**src/logic/pmg_params.svh**
```systemverilog
// Constants for the peripheral module gate: offsets, bit positions, masks, timing.
// Assumes a 200 MHz system clock and a 4-bit Avalon-MM byte address.
`ifndef PMG_PARAMS_SVH
`define PMG_PARAMS_SVH

`define PMG_NUM_MODS 16
`define PMG_ADDR_W 4
`define PMG_WAKE_W 8

// Register byte offsets
`define PMG_OFF_CTRL0 4'h0
`define PMG_OFF_CTRL1 4'h4
`define PMG_OFF_CTRL2 4'h8
`define PMG_OFF_STAT 4'hC

// Implemented bits per control register, reset value
`define PMG_CTRL0_MASK 8'hC7
`define PMG_CTRL1_MASK 8'hFF
`define PMG_CTRL2_MASK 8'h66
`define PMG_CTRL_RST 8'h00

// Control register 0 bit positions
`define PMG_B_NET 7
`define PMG_B_FVR 6
`define PMG_B_NVM 2
`define PMG_B_CLKR 1
`define PMG_B_IOC 0
// Control register 1: timers at bits 6..0, oscillator at bit 7
`define PMG_B_NCO 7
`define PMG_NUM_TIMERS 7
// Control register 2 bit positions
`define PMG_B_DAC 6
`define PMG_B_ADC 5
`define PMG_B_CMP2 2
`define PMG_B_CMP1 1

// Module slot indices on the gated vectors
`define PMG_M_IOC 0
`define PMG_M_CLKR 1
`define PMG_M_NVM 2
`define PMG_M_FVR 3
`define PMG_M_TMR0 4
`define PMG_M_NCO 11
`define PMG_M_CMP1 12
`define PMG_M_CMP2 13
`define PMG_M_ADC 14
`define PMG_M_DAC 15

// Slots fed from the gated system clock network
`define PMG_SYSCLK_USERS 16'h0FF2

// Timing
`define PMG_CLK_PERIOD_PS 5000
`define PMG_INSTR_CLKS 4
`define PMG_NVM_WAKE_NS 1000
`define PMG_NVM_WAKE_CLKS ((`PMG_NVM_WAKE_NS * 1000) / `PMG_CLK_PERIOD_PS)

// Avalon response codes and bus widths
`define PMG_RESP_OKAY 2'h0
`define PMG_RESP_DECERR 2'h3
`define PMG_BUS_W 32
`define PMG_SFR_W 8

`endif

```
**src/logic/pmg_pkg.sv**
```systemverilog
// Types for the peripheral module gate.
// Assumes pmg_params.svh is on the include path.
`include "pmg_params.svh"

package pmg_pkg;

  // Three disable control registers
  typedef struct packed {
    logic [7:0] c2;
    logic [7:0] c1;
    logic [7:0] c0;
  } pmg_ctrl_t;

  // What the peripherals hand back to the gate
  typedef struct packed {
    logic [`PMG_NUM_MODS-1:0] ctrl;
    logic [`PMG_NUM_MODS-1:0] dout;
    logic [`PMG_NUM_MODS-1:0][`PMG_SFR_W-1:0] sfr_rdata;
  } pmg_mod_in_t;

  // What the gate drives toward the peripherals
  typedef struct packed {
    logic [`PMG_NUM_MODS-1:0] clk_en;
    logic [`PMG_NUM_MODS-1:0] rst;
    logic [`PMG_NUM_MODS-1:0] ctrl;
    logic [`PMG_NUM_MODS-1:0] aout_en;
    logic [`PMG_NUM_MODS-1:0] sfr_wr;
  } pmg_mod_out_t;

  // Wake state of one gated slot
  typedef enum logic [1:0] {
    PMG_OFF,
    PMG_WAKE,
    PMG_RUN
  } pmg_cell_mode_t;

  typedef struct packed {
    pmg_cell_mode_t mode;
    logic [`PMG_WAKE_W-1:0] cnt;
  } pmg_cell_st_t;

  // Whole state of the top module
  typedef struct packed {
    pmg_ctrl_t ctrl;
    logic ack;
    logic [`PMG_BUS_W-1:0] rdata;
    logic [1:0] resp;
    logic [`PMG_SFR_W-1:0] sfr_rdata;
    logic [`PMG_NUM_MODS-1:0] dout;
    logic [`PMG_SFR_W-1:0] ee_rdata;
  } pmg_state_t;

endpackage

```
**src/logic/pmg_gate_cell.sv**
```systemverilog
// One gated peripheral slot: holds reset while disabled, then counts a wake delay.
// Assumes off is a registered level from the control registers.
`timescale 1ns/1ps
`include "pmg_params.svh"

module pmg_gate_cell import pmg_pkg::*; #(
  parameter logic [`PMG_WAKE_W-1:0] WAKE_CLKS = `PMG_WAKE_W'(`PMG_INSTR_CLKS)
) (
  input wire logic clk,
  input wire logic srst,
  input wire logic off,
  output logic rst_hold,
  output logic active
);

  pmg_cell_st_t st_r;
  pmg_cell_st_t st_nxt;

  // Off forces the slot back to the start; clearing it starts the wake count
  always_comb begin
    st_nxt = st_r;
    unique case (st_r.mode)
      PMG_OFF: begin
        if (!off) begin
          // The cycle spent here counts toward the wake window, so load one less
          st_nxt.mode = PMG_WAKE; // RULE6
          st_nxt.cnt = WAKE_CLKS - `PMG_WAKE_W'(1); // RULE7
        end
      end
      PMG_WAKE: begin
        if (off) begin
          st_nxt.mode = PMG_OFF;
        end else if (st_r.cnt <= `PMG_WAKE_W'(1)) begin
          st_nxt.mode = PMG_RUN; // RULE7
        end else begin
          st_nxt.cnt = st_r.cnt - `PMG_WAKE_W'(1);
        end
      end
      PMG_RUN: begin
        if (off) begin
          st_nxt.mode = PMG_OFF;
        end
      end
      // The fourth code of the mode field is unused; fall back to the held state
      default: begin
        st_nxt = '{mode: PMG_OFF, cnt: '0};
      end
    endcase
  end

  // Slots leave reset running, nothing is disabled after any reset
  always_ff @(posedge clk) begin
    if (srst) begin
      st_r <= '{mode: PMG_RUN, cnt: '0}; // RULE1
    end else begin
      st_r <= st_nxt;
    end
  end

  // Reset stays on while off and through the wake window, so registers return at POR values
  assign rst_hold = srst || off || (st_r.mode != PMG_RUN); // RULE3 RULE6
  assign active = (st_r.mode == PMG_RUN) && !off;

endmodule // pmg_gate_cell

```
**src/logic/pmg_top.sv**
```systemverilog
// Peripheral module gate: three disable registers on Avalon-MM and per-slot gating.
// Assumes peripherals use clk_en as a glitch-free clock gate enable and rst as a sync reset.
//
// Function
// (RULE1) Every disable bit clears on any reset; all modules start enabled.
// (RULE2) A disabled module gets no clock enable and no control inputs.
// (RULE3) A disabled module is held in reset while its bit is set.
// (RULE4) Disabled module: register writes dropped, register reads return zero.
// (RULE5) Disabled module: analog outputs off, digital outputs forced low.
// (RULE6) Clearing the bit brings the module back in its reset state.
// (RULE7) Re-enabled module may take one instruction cycle to become active.
// (RULE8) Software should wait one instruction before touching a re-enabled module.
// (RULE9) Control 0 bit 7 stops the system clock network to its users.
// (RULE10) Control 0 bit 6 disables voltage reference, bit 1 clock output.
// (RULE11) Control 0 bit 0 disables pin-change interrupt logic of all ports.
// (RULE12) Memory-off bit blocks EEPROM access, control writes; indirect reads give zero.
// (RULE13) Caller may wait up to 1 us after memory re-enable.
// (RULE14) Control 1 bit 7 disables oscillator, bits 6..0 timers six..zero.
// (RULE15) Control 2 bits 6,5,2,1 disable DAC, ADC, comparator two, one.
// (RULE16) Unimplemented bits read zero and ignore writes.
// (RULE17) Implemented bits are read-write and reset to zero on all resets.
// (RULE18) Disable registers stay clocked and reachable whatever they hold.
//
// The placing of the registers and the Avalon-MM slave port were left to the implementer.
`timescale 1ns/1ps
`include "pmg_params.svh"

module pmg_top import pmg_pkg::*; #(
  parameter logic [`PMG_NUM_MODS-1:0] SYSCLK_USERS = `PMG_SYSCLK_USERS,
  parameter int INSTR_CLKS = `PMG_INSTR_CLKS,
  parameter int NVM_WAKE_CLKS = `PMG_NVM_WAKE_CLKS
) (
  input wire logic clk,
  input wire logic srst,
  input wire logic [`PMG_ADDR_W-1:0] avs_address,
  input wire logic avs_read,
  input wire logic avs_write,
  input wire logic [`PMG_BUS_W-1:0] avs_writedata,
  input wire logic [3:0] avs_byteenable,
  output logic [`PMG_BUS_W-1:0] avs_readdata,
  output logic [1:0] avs_response,
  output logic avs_waitrequest,
  input wire logic [`PMG_NUM_MODS-1:0] sfr_sel,
  input wire logic sfr_wr,
  input wire logic sfr_rd,
  output logic [`PMG_SFR_W-1:0] sfr_rdata,
  input wire pmg_mod_in_t mod_in,
  output pmg_mod_out_t mod_out,
  output logic [`PMG_NUM_MODS-1:0] mod_dout,
  output logic [`PMG_NUM_MODS-1:0] mod_active,
  output logic periph_clock_net_off,
  input wire logic ee_rd_in,
  input wire logic ee_wr_in,
  input wire logic [`PMG_SFR_W-1:0] ee_rdata_in,
  output logic ee_rd,
  output logic ee_wr,
  output logic [`PMG_SFR_W-1:0] ee_rdata,
  output logic nonvolatile_mem_off
);

  pmg_state_t st_r;
  pmg_state_t st_nxt;

  logic [`PMG_NUM_MODS-1:0] mod_off;
  logic [`PMG_NUM_MODS-1:0] rst_hold;
  logic [`PMG_NUM_MODS-1:0] live;
  logic [`PMG_NUM_MODS-1:0] sfr_ok;
  logic [`PMG_NUM_MODS-1:0] clk_open;
  logic [`PMG_SFR_W-1:0] sfr_mux;
  logic bus_req;
  logic hit_ctrl0;
  logic hit_ctrl1;
  logic hit_ctrl2;
  logic hit_stat;
  logic hit_any;
  logic lane0_wr;

  // Disable bit of each slot, taken from the three control registers
  always_comb begin
    mod_off = '0;
    mod_off[`PMG_M_IOC] = st_r.ctrl.c0[`PMG_B_IOC]; // RULE11
    mod_off[`PMG_M_CLKR] = st_r.ctrl.c0[`PMG_B_CLKR]; // RULE10
    mod_off[`PMG_M_NVM] = st_r.ctrl.c0[`PMG_B_NVM]; // RULE12
    mod_off[`PMG_M_FVR] = st_r.ctrl.c0[`PMG_B_FVR]; // RULE10
    mod_off[`PMG_M_TMR0 +: `PMG_NUM_TIMERS] = st_r.ctrl.c1[`PMG_NUM_TIMERS-1:0]; // RULE14
    mod_off[`PMG_M_NCO] = st_r.ctrl.c1[`PMG_B_NCO]; // RULE14
    mod_off[`PMG_M_CMP1] = st_r.ctrl.c2[`PMG_B_CMP1]; // RULE15
    mod_off[`PMG_M_CMP2] = st_r.ctrl.c2[`PMG_B_CMP2]; // RULE15
    mod_off[`PMG_M_ADC] = st_r.ctrl.c2[`PMG_B_ADC]; // RULE15
    mod_off[`PMG_M_DAC] = st_r.ctrl.c2[`PMG_B_DAC]; // RULE15
  end

  // Network-off bit only closes the clock of slots that sit on that network
  assign periph_clock_net_off = st_r.ctrl.c0[`PMG_B_NET];
  assign nonvolatile_mem_off = mod_off[`PMG_M_NVM];

  // One reset-and-wake cell per slot; the memory slot waits longer than the rest
  genvar gi;
  generate
    for (gi = 0; gi < `PMG_NUM_MODS; gi++) begin : g_slot
      localparam int WAKE = (gi == `PMG_M_NVM) ? NVM_WAKE_CLKS : INSTR_CLKS;

      pmg_gate_cell #(
        .WAKE_CLKS(`PMG_WAKE_W'(WAKE))
      ) u_cell (
        .clk(clk),
        .srst(srst),
        .off(mod_off[gi]),
        .rst_hold(rst_hold[gi]),
        .active(live[gi])
      );

      // Clock stays open during wake so the held reset can take effect
      assign clk_open[gi] = !mod_off[gi] && !(SYSCLK_USERS[gi] && periph_clock_net_off); // RULE2 RULE9
      // Register writes reach only a live slot; a waking slot also refuses them
      assign sfr_ok[gi] = live[gi] && sfr_sel[gi]; // RULE4 RULE8
    end
  endgenerate

  // Outputs toward the slots
  always_comb begin
    mod_out.clk_en = clk_open;
    mod_out.rst = rst_hold; // RULE3
    mod_out.ctrl = mod_in.ctrl & ~mod_off & clk_open; // RULE2
    mod_out.aout_en = ~mod_off; // RULE5
    mod_out.sfr_wr = sfr_wr ? sfr_ok : '0; // RULE4
  end

  assign mod_active = live;

  // Register read mux over live slots only; anything else reads as zero
  always_comb begin
    sfr_mux = '0;
    for (int i = 0; i < `PMG_NUM_MODS; i++) begin
      if (sfr_ok[i]) begin
        sfr_mux = sfr_mux | mod_in.sfr_rdata[i]; // RULE4
      end
    end
  end

  // Indirect memory path: blocked while the memory slot is off or waking
  assign ee_rd = ee_rd_in && live[`PMG_M_NVM]; // RULE12
  assign ee_wr = ee_wr_in && live[`PMG_M_NVM]; // RULE12

  // Avalon decode; the control registers never sit behind any gate
  assign bus_req = avs_read || avs_write;
  assign hit_ctrl0 = (avs_address == `PMG_OFF_CTRL0);
  assign hit_ctrl1 = (avs_address == `PMG_OFF_CTRL1);
  assign hit_ctrl2 = (avs_address == `PMG_OFF_CTRL2);
  assign hit_stat = (avs_address == `PMG_OFF_STAT);
  assign hit_any = hit_ctrl0 || hit_ctrl1 || hit_ctrl2 || hit_stat;
  assign lane0_wr = avs_write && st_r.ack && avs_byteenable[0];

  // Every request waits exactly one cycle; cheaper than a decode path at 200 MHz
  assign avs_waitrequest = bus_req && !st_r.ack;

  // Next state
  always_comb begin
    st_nxt = st_r;
    st_nxt.ack = bus_req && !st_r.ack;

    // Writes take effect on the edge where waitrequest is seen low
    if (lane0_wr && hit_ctrl0) begin
      st_nxt.ctrl.c0 = avs_writedata[7:0] & `PMG_CTRL0_MASK; // RULE16 RULE17
    end
    if (lane0_wr && hit_ctrl1) begin
      st_nxt.ctrl.c1 = avs_writedata[7:0] & `PMG_CTRL1_MASK; // RULE17
    end
    if (lane0_wr && hit_ctrl2) begin
      st_nxt.ctrl.c2 = avs_writedata[7:0] & `PMG_CTRL2_MASK; // RULE16 RULE17
    end

    // Read data and response are set up in the waiting cycle
    if (bus_req && !st_r.ack) begin
      st_nxt.resp = hit_any ? `PMG_RESP_OKAY : `PMG_RESP_DECERR;
      st_nxt.rdata = '0;
      if (avs_read) begin
        unique case (1'b1)
          hit_ctrl0: st_nxt.rdata[7:0] = st_r.ctrl.c0 & `PMG_CTRL0_MASK; // RULE16
          hit_ctrl1: st_nxt.rdata[7:0] = st_r.ctrl.c1;
          hit_ctrl2: st_nxt.rdata[7:0] = st_r.ctrl.c2 & `PMG_CTRL2_MASK; // RULE16
          hit_stat: st_nxt.rdata[`PMG_NUM_MODS-1:0] = live;
          default: st_nxt.rdata = '0;
        endcase
      end
    end else if (!bus_req) begin
      st_nxt.rdata = '0;
      st_nxt.resp = `PMG_RESP_OKAY;
    end

    // Peripheral-side data outputs, registered and forced low while off
    st_nxt.sfr_rdata = sfr_rd ? sfr_mux : '0; // RULE4
    st_nxt.dout = mod_in.dout & ~mod_off; // RULE5
    st_nxt.ee_rdata = (ee_rd_in && live[`PMG_M_NVM]) ? ee_rdata_in : '0; // RULE12
  end

  // Registered state; srst clears the disable bits, as does a bus write of zero to them
  always_ff @(posedge clk) begin
    if (srst) begin
      st_r <= '0;
      st_r.ctrl <= '{c2: `PMG_CTRL_RST, c1: `PMG_CTRL_RST, c0: `PMG_CTRL_RST}; // RULE1 RULE17
    end else begin
      st_r <= st_nxt; // RULE18
    end
  end

  assign avs_readdata = st_r.rdata;
  assign avs_response = st_r.resp;
  assign sfr_rdata = st_r.sfr_rdata;
  assign mod_dout = st_r.dout;
  assign ee_rdata = st_r.ee_rdata;

endmodule // pmg_top

```
**config.mk**
```make
export PLATFORM = sky130hd
export DESIGN_NAME = pmg_top
export DESIGN_NICKNAME = d
export VERILOG_FILES = /design/src/logic/pmg_pkg.sv /design/src/logic/pmg_gate_cell.sv /design/src/logic/pmg_top.sv
export VERILOG_INCLUDE_DIRS = /design/src /design/src/logic
export SDC_FILE = /design/constraint.sdc
export NUM_CORES = 1
export LEC_CHECK = 0
export ABC_AREA = 0
export BUFFER_PORTS_ARGS = -buffer_cell sky130_fd_sc_hd__buf_2
export CORE_MARGIN = 3
export CORE_UTILIZATION = 56
export CTS_CLUSTER_DIAMETER = 50
export DETAILED_ROUTE_END_ITERATION = 6
export PLACE_DENSITY = 0.95
export SYNTH_ARGS = -nofsm -noshare
export SYNTH_HDL_FRONTEND = slang
export SYNTH_SLANG_ARGS = --single-unit
```
**constraint.sdc**
```tcl
create_clock -name clk -period 4.5 [get_ports clk]
set_input_delay 0.9 -clock clk [delete_from_list [all_inputs] [get_ports clk]]
set_output_delay 0.9 -clock clk [all_outputs]
set_load 0.05 [all_outputs]
```
==> reports/qor.yml <==
die:
  fp.coreArea_um2: 21890
  initial_core_util_pct: 57.28
  site_rows: 54
  die_width_um: 155.6
  pin_count: 399
  fp.dieH_um: 155.6
  die-area_um2: 24220
outcome:
  run_status: "complete, but fails checks"
  violations: "DRC"
clocking:
  insertion_delay_ns: 0.53
  cts_tree: "done"
  cts.sink_count: 227
  clock-root-buffer: "sky130_fd_sc_hd__clkbuf_16"
  post_cts_setup_buffer_count: 0
  tritoncts.num_buffers: 29
  htree_num_levels: 1
  hold_buffers: 0
  clockBufferDepth: 3
  post_cts.resized_instances: 0
  clkSlewWorstSetupHoldPaths_ns: 0.06
critical_path:
  worst_ep_required_time_ns: 3.60
  timing.critical_path.from_type: "register"
  arrival_ns: 2.48
  critical_path_class: "register to primary output"
  crit_path_max_fanout: 9
  setup.worst_path.end_class: "primary output"
pwr:
  power_density_nw_per_um2: 339.0
  swShare_pct: 27.09
  p_switching_mw: 1.367
  power.clock.fraction_pct: 46.4
  power.share.combinational_pct: 12.7
  static-leakage-power_nw: 6.527
  seq_power_share_pct: 41.0
  power_report.internal_total_mw: 3.678
  vdd_drop_max_mv: 0.3246
route:
  routedWlPerCell_um: 19.49
  remaining_drc_errors: 5
  post_drt_via_cell_ratio: 6.046
  drt_first_iter_violations: 1244
  postRouteWirelength_um: 39340
  drt.antenna.violating_nets: 0
  routed_vias: 12207
  dr.pass1.iters: 7
hold_path:
  min-delay-path-class: "register to register"
global_route:
  grt_start_max_net_pins: 79
  first_global_vias: 11457
  grt_first_pass_wirelength_um: 59500
  globalRouteTotalUtil_pct: 30.03
  overflow: 0
  grt_antenna_before_repair: 1
placed_design:
  dpl.hpwl_um: 28900
  finalWeightedCongestion: 0.9311
  place_inst: 1964
  io_buffer_count: 355
sta:
  worst_pin_slew_ns: 1.302
  fmax_ghz: 0.2957
  setup_tns_ns: 0
  fin_worst_skew_ns: 0.02054
  final-hold-violation-count: 0
  finalCriticalPeriod_ns: 3.382
  timing.final.crit_share_pct: 75.16
  timing.final.setup_violations: 0
  finalMaxSlewViolations: 0
  rsz_0062_raised_after_global_routing: "no"
  slew_headroom_pct: 11.95
final_layout:
  fin_nets: 1979
  flow.area_growth_from_synthesis_pct: 18.69
  fin_cells: 2019
  fraction_of_layout_cells_with_a_size_suffix_above_1_pct: 27.69
yosys:
  synthesis.instances: 1473
  share_of_flip_flops_with_an_asynchronous_set_or_reset_pct: 0
  ys_warn_count: 0
  number_of_enable_flip_flop_cells_after_synthesis: 0
  synth.avg_cell_area_um2: 8.512
  postSynth.topFlopCell: "sky130_fd_sc_hd__dfxtp_1"
  yosys_cell_types: 79
  synth_area_um2: 12540
  number_of_synthesized_register_bits: 227
  seq_area_frac_synth_pct: 36.24
job:
  drv.max_cap_violation_count: 0
==> power by group through the flow <==
stage	Clock [mW]	Sequential, mW	Combinational (mW)
after floorplan	0	2.10	0.457
after global placement	0	2.11	0.613
after detailed placement	0	2.11	0.625
after CTS	2.36	2.07	0.629
after global routing	2.45	2.07	0.673
final	2.34	2.07	0.641
==> sequential cells by signal, summed over array words and instances (netlist names) <==
name,count
periph_clock_net_off,1
st_r,1
ee_rdata,8
avs_response,1
sfr_rdata,8
g_slot.u_cell.st_r,160
mod_dout,16
avs_readdata,16
nonvolatile_mem_off,1
mod_off,15
==> final timing paths <==
path / slack, ns / depth (start not counted) / endpoint / startpoint
worst max-delay path: 1.12 / 3 / mod_out[8] / g_slot[8].u_cell.st_r[9]$_SDFFE_PP1P_
worst min register to register: 0.48 / 2 / g_slot[11].u_cell.st_r[1]$_SDFFE_PP0P_ / g_slot[11].u_cell.st_r[1]$_SDFFE_PP0P_
worst max register to register: 1.79 / 7 / g_slot[9].u_cell.st_r[7]$_SDFFE_PP0P_ / g_slot[9].u_cell.st_r[0]$_SDFFE_PP0P_
worst min-delay path: 0.48 / 2 / g_slot[11].u_cell.st_r[1]$_SDFFE_PP0P_ / g_slot[11].u_cell.st_r[1]$_SDFFE_PP0P_
==> cells in the mapped netlist, types with 30 or more instances <==
cell type | count | share of area (%)
sky130_fd_sc_hd__clkbuf_1 | 62 | 1.9
sky130_fd_sc_hd__a21oi_1 | 42 | 1.7
sky130_fd_sc_hd__and2_1 | 39 | 1.9
sky130_fd_sc_hd__nor3b_1 | 30 | 1.8
sky130_fd_sc_hd__xor2_1 | 36 | 2.5
sky130_fd_sc_hd__ha_1 | 32 | 3.2
sky130_fd_sc_hd__o21ai_0 | 54 | 2.2
sky130_fd_sc_hd__dfxtp_1 | 227 | 36
sky130_fd_sc_hd__inv_1 | 63 | 1.9
sky130_fd_sc_hd__buf_4 | 105 | 6.3
sky130_fd_sc_hd__nor3_1 | 39 | 1.6
sky130_fd_sc_hd__xnor2_1 | 45 | 3.1
sky130_fd_sc_hd__a22oi_1 | 39 | 2.3
sky130_fd_sc_hd__nor2_1 | 196 | 5.9
sky130_fd_sc_hd__nand2_1 | 56 | 1.7
==> logic make-up after synthesis <==
| logic type | synth area share, % |
|---|---|
| AND/OR/NAND/NOR | 23.56 |
| AO/OA/AOI/OAI | 18.20 |
| buffers and inverters | 10.41 |
| flip-flops | 36.24 |
| XOR/XNOR | 5.658 |
| adder cells (fa/ha/maj) | 3.193 |
| multiplexers | 2.704 |
| other | 0.02991 |
==> routing by layer <==
metal | routed length [um] | track usage, % | up-vias
li1 | - | - | 5640
met1 | 15230 | 37.90 | 5754
met2 | 18410 | 49.46 | 659
met3 | 3946 | 7.351 | 154
met4 | 1757 | 12.26 | 0
met5 | 0 | 0 | -
==> layout by cell type, fill, tap and decap left out, types with 9 or more instances in the layout <==
| master | count |
|---|---|
| sky130_fd_sc_hd__a2111oi_0 | 12 |
| sky130_fd_sc_hd__a211oi_1 | 13 |
| sky130_fd_sc_hd__a21oi_1 | 42 |
| sky130_fd_sc_hd__a221oi_1 | 10 |
| sky130_fd_sc_hd__a222oi_1 | 13 |
| sky130_fd_sc_hd__a22o_1 | 12 |
| sky130_fd_sc_hd__a22oi_1 | 39 |
| sky130_fd_sc_hd__a31oi_1 | 13 |
| sky130_fd_sc_hd__and2_1 | 39 |
| sky130_fd_sc_hd__buf_2 | 354 |
| sky130_fd_sc_hd__buf_4 | 20 |
| sky130_fd_sc_hd__clkbuf_16 | 29 |
| sky130_fd_sc_hd__conb_1 | 16 |
| sky130_fd_sc_hd__dfxtp_1 | 227 |
| sky130_fd_sc_hd__ha_1 | 32 |
| sky130_fd_sc_hd__inv_1 | 63 |
| sky130_fd_sc_hd__mux2i_1 | 26 |
| sky130_fd_sc_hd__nand2_1 | 56 |
| sky130_fd_sc_hd__nand2b_1 | 29 |
| sky130_fd_sc_hd__nand3_1 | 25 |
| sky130_fd_sc_hd__nor2_1 | 196 |
| sky130_fd_sc_hd__nor2b_1 | 18 |
| sky130_fd_sc_hd__nor3_1 | 39 |
| sky130_fd_sc_hd__nor3b_1 | 30 |
| sky130_fd_sc_hd__nor4_1 | 15 |
| sky130_fd_sc_hd__nor4b_1 | 9 |
| sky130_fd_sc_hd__nor4bb_2 | 10 |
| sky130_fd_sc_hd__o211ai_1 | 20 |
| sky130_fd_sc_hd__o21ai_0 | 54 |
| sky130_fd_sc_hd__or2_2 | 16 |
| sky130_fd_sc_hd__or3_1 | 16 |
| sky130_fd_sc_hd__or4_1 | 12 |
| sky130_fd_sc_hd__xnor2_1 | 45 |
| sky130_fd_sc_hd__xor2_1 | 36 |
==> worst max-delay path, stage by stage (launching register included) <==
cell	delay (ns)
sky130_fd_sc_hd__dfxtp_1	0.45
sky130_fd_sc_hd__nor4bb_4	1.01
sky130_fd_sc_hd__and2_1	0.23
sky130_fd_sc_hd__buf_2	0.26
==> layout make-up <==
class | instances | area (um^2)
antenna | 2 | 5.005
fill | 1692 | 7009
multi-input combinational | 1020 | 6840
inverter | 63 | 236.5
clock inverter | 18 | 195.2
tap | 280 | 350.3
timing repair buffer | 374 | 1922
sequential | 227 | 4544
clock buffer | 35 | 788.3
==> metrics by stage <==
step	area, um^2	hold slack (ns)	util [%]	power, mW	setup slack, ns
finish	14880	0.4835	67.98	5.045	1.118
CTS	14880	0.4862	67.96	5.053	1.097
floorplan	12590	0.4450	-	2.558	1.633
global route	14880	0.5033	67.97	5.188	1.067
global placement	13890	0.4585	63.47	2.720	1.376
detailed placement	13890	0.4703	63.47	2.733	1.366
No activity file was read; power rests on OpenSTA's default activity.
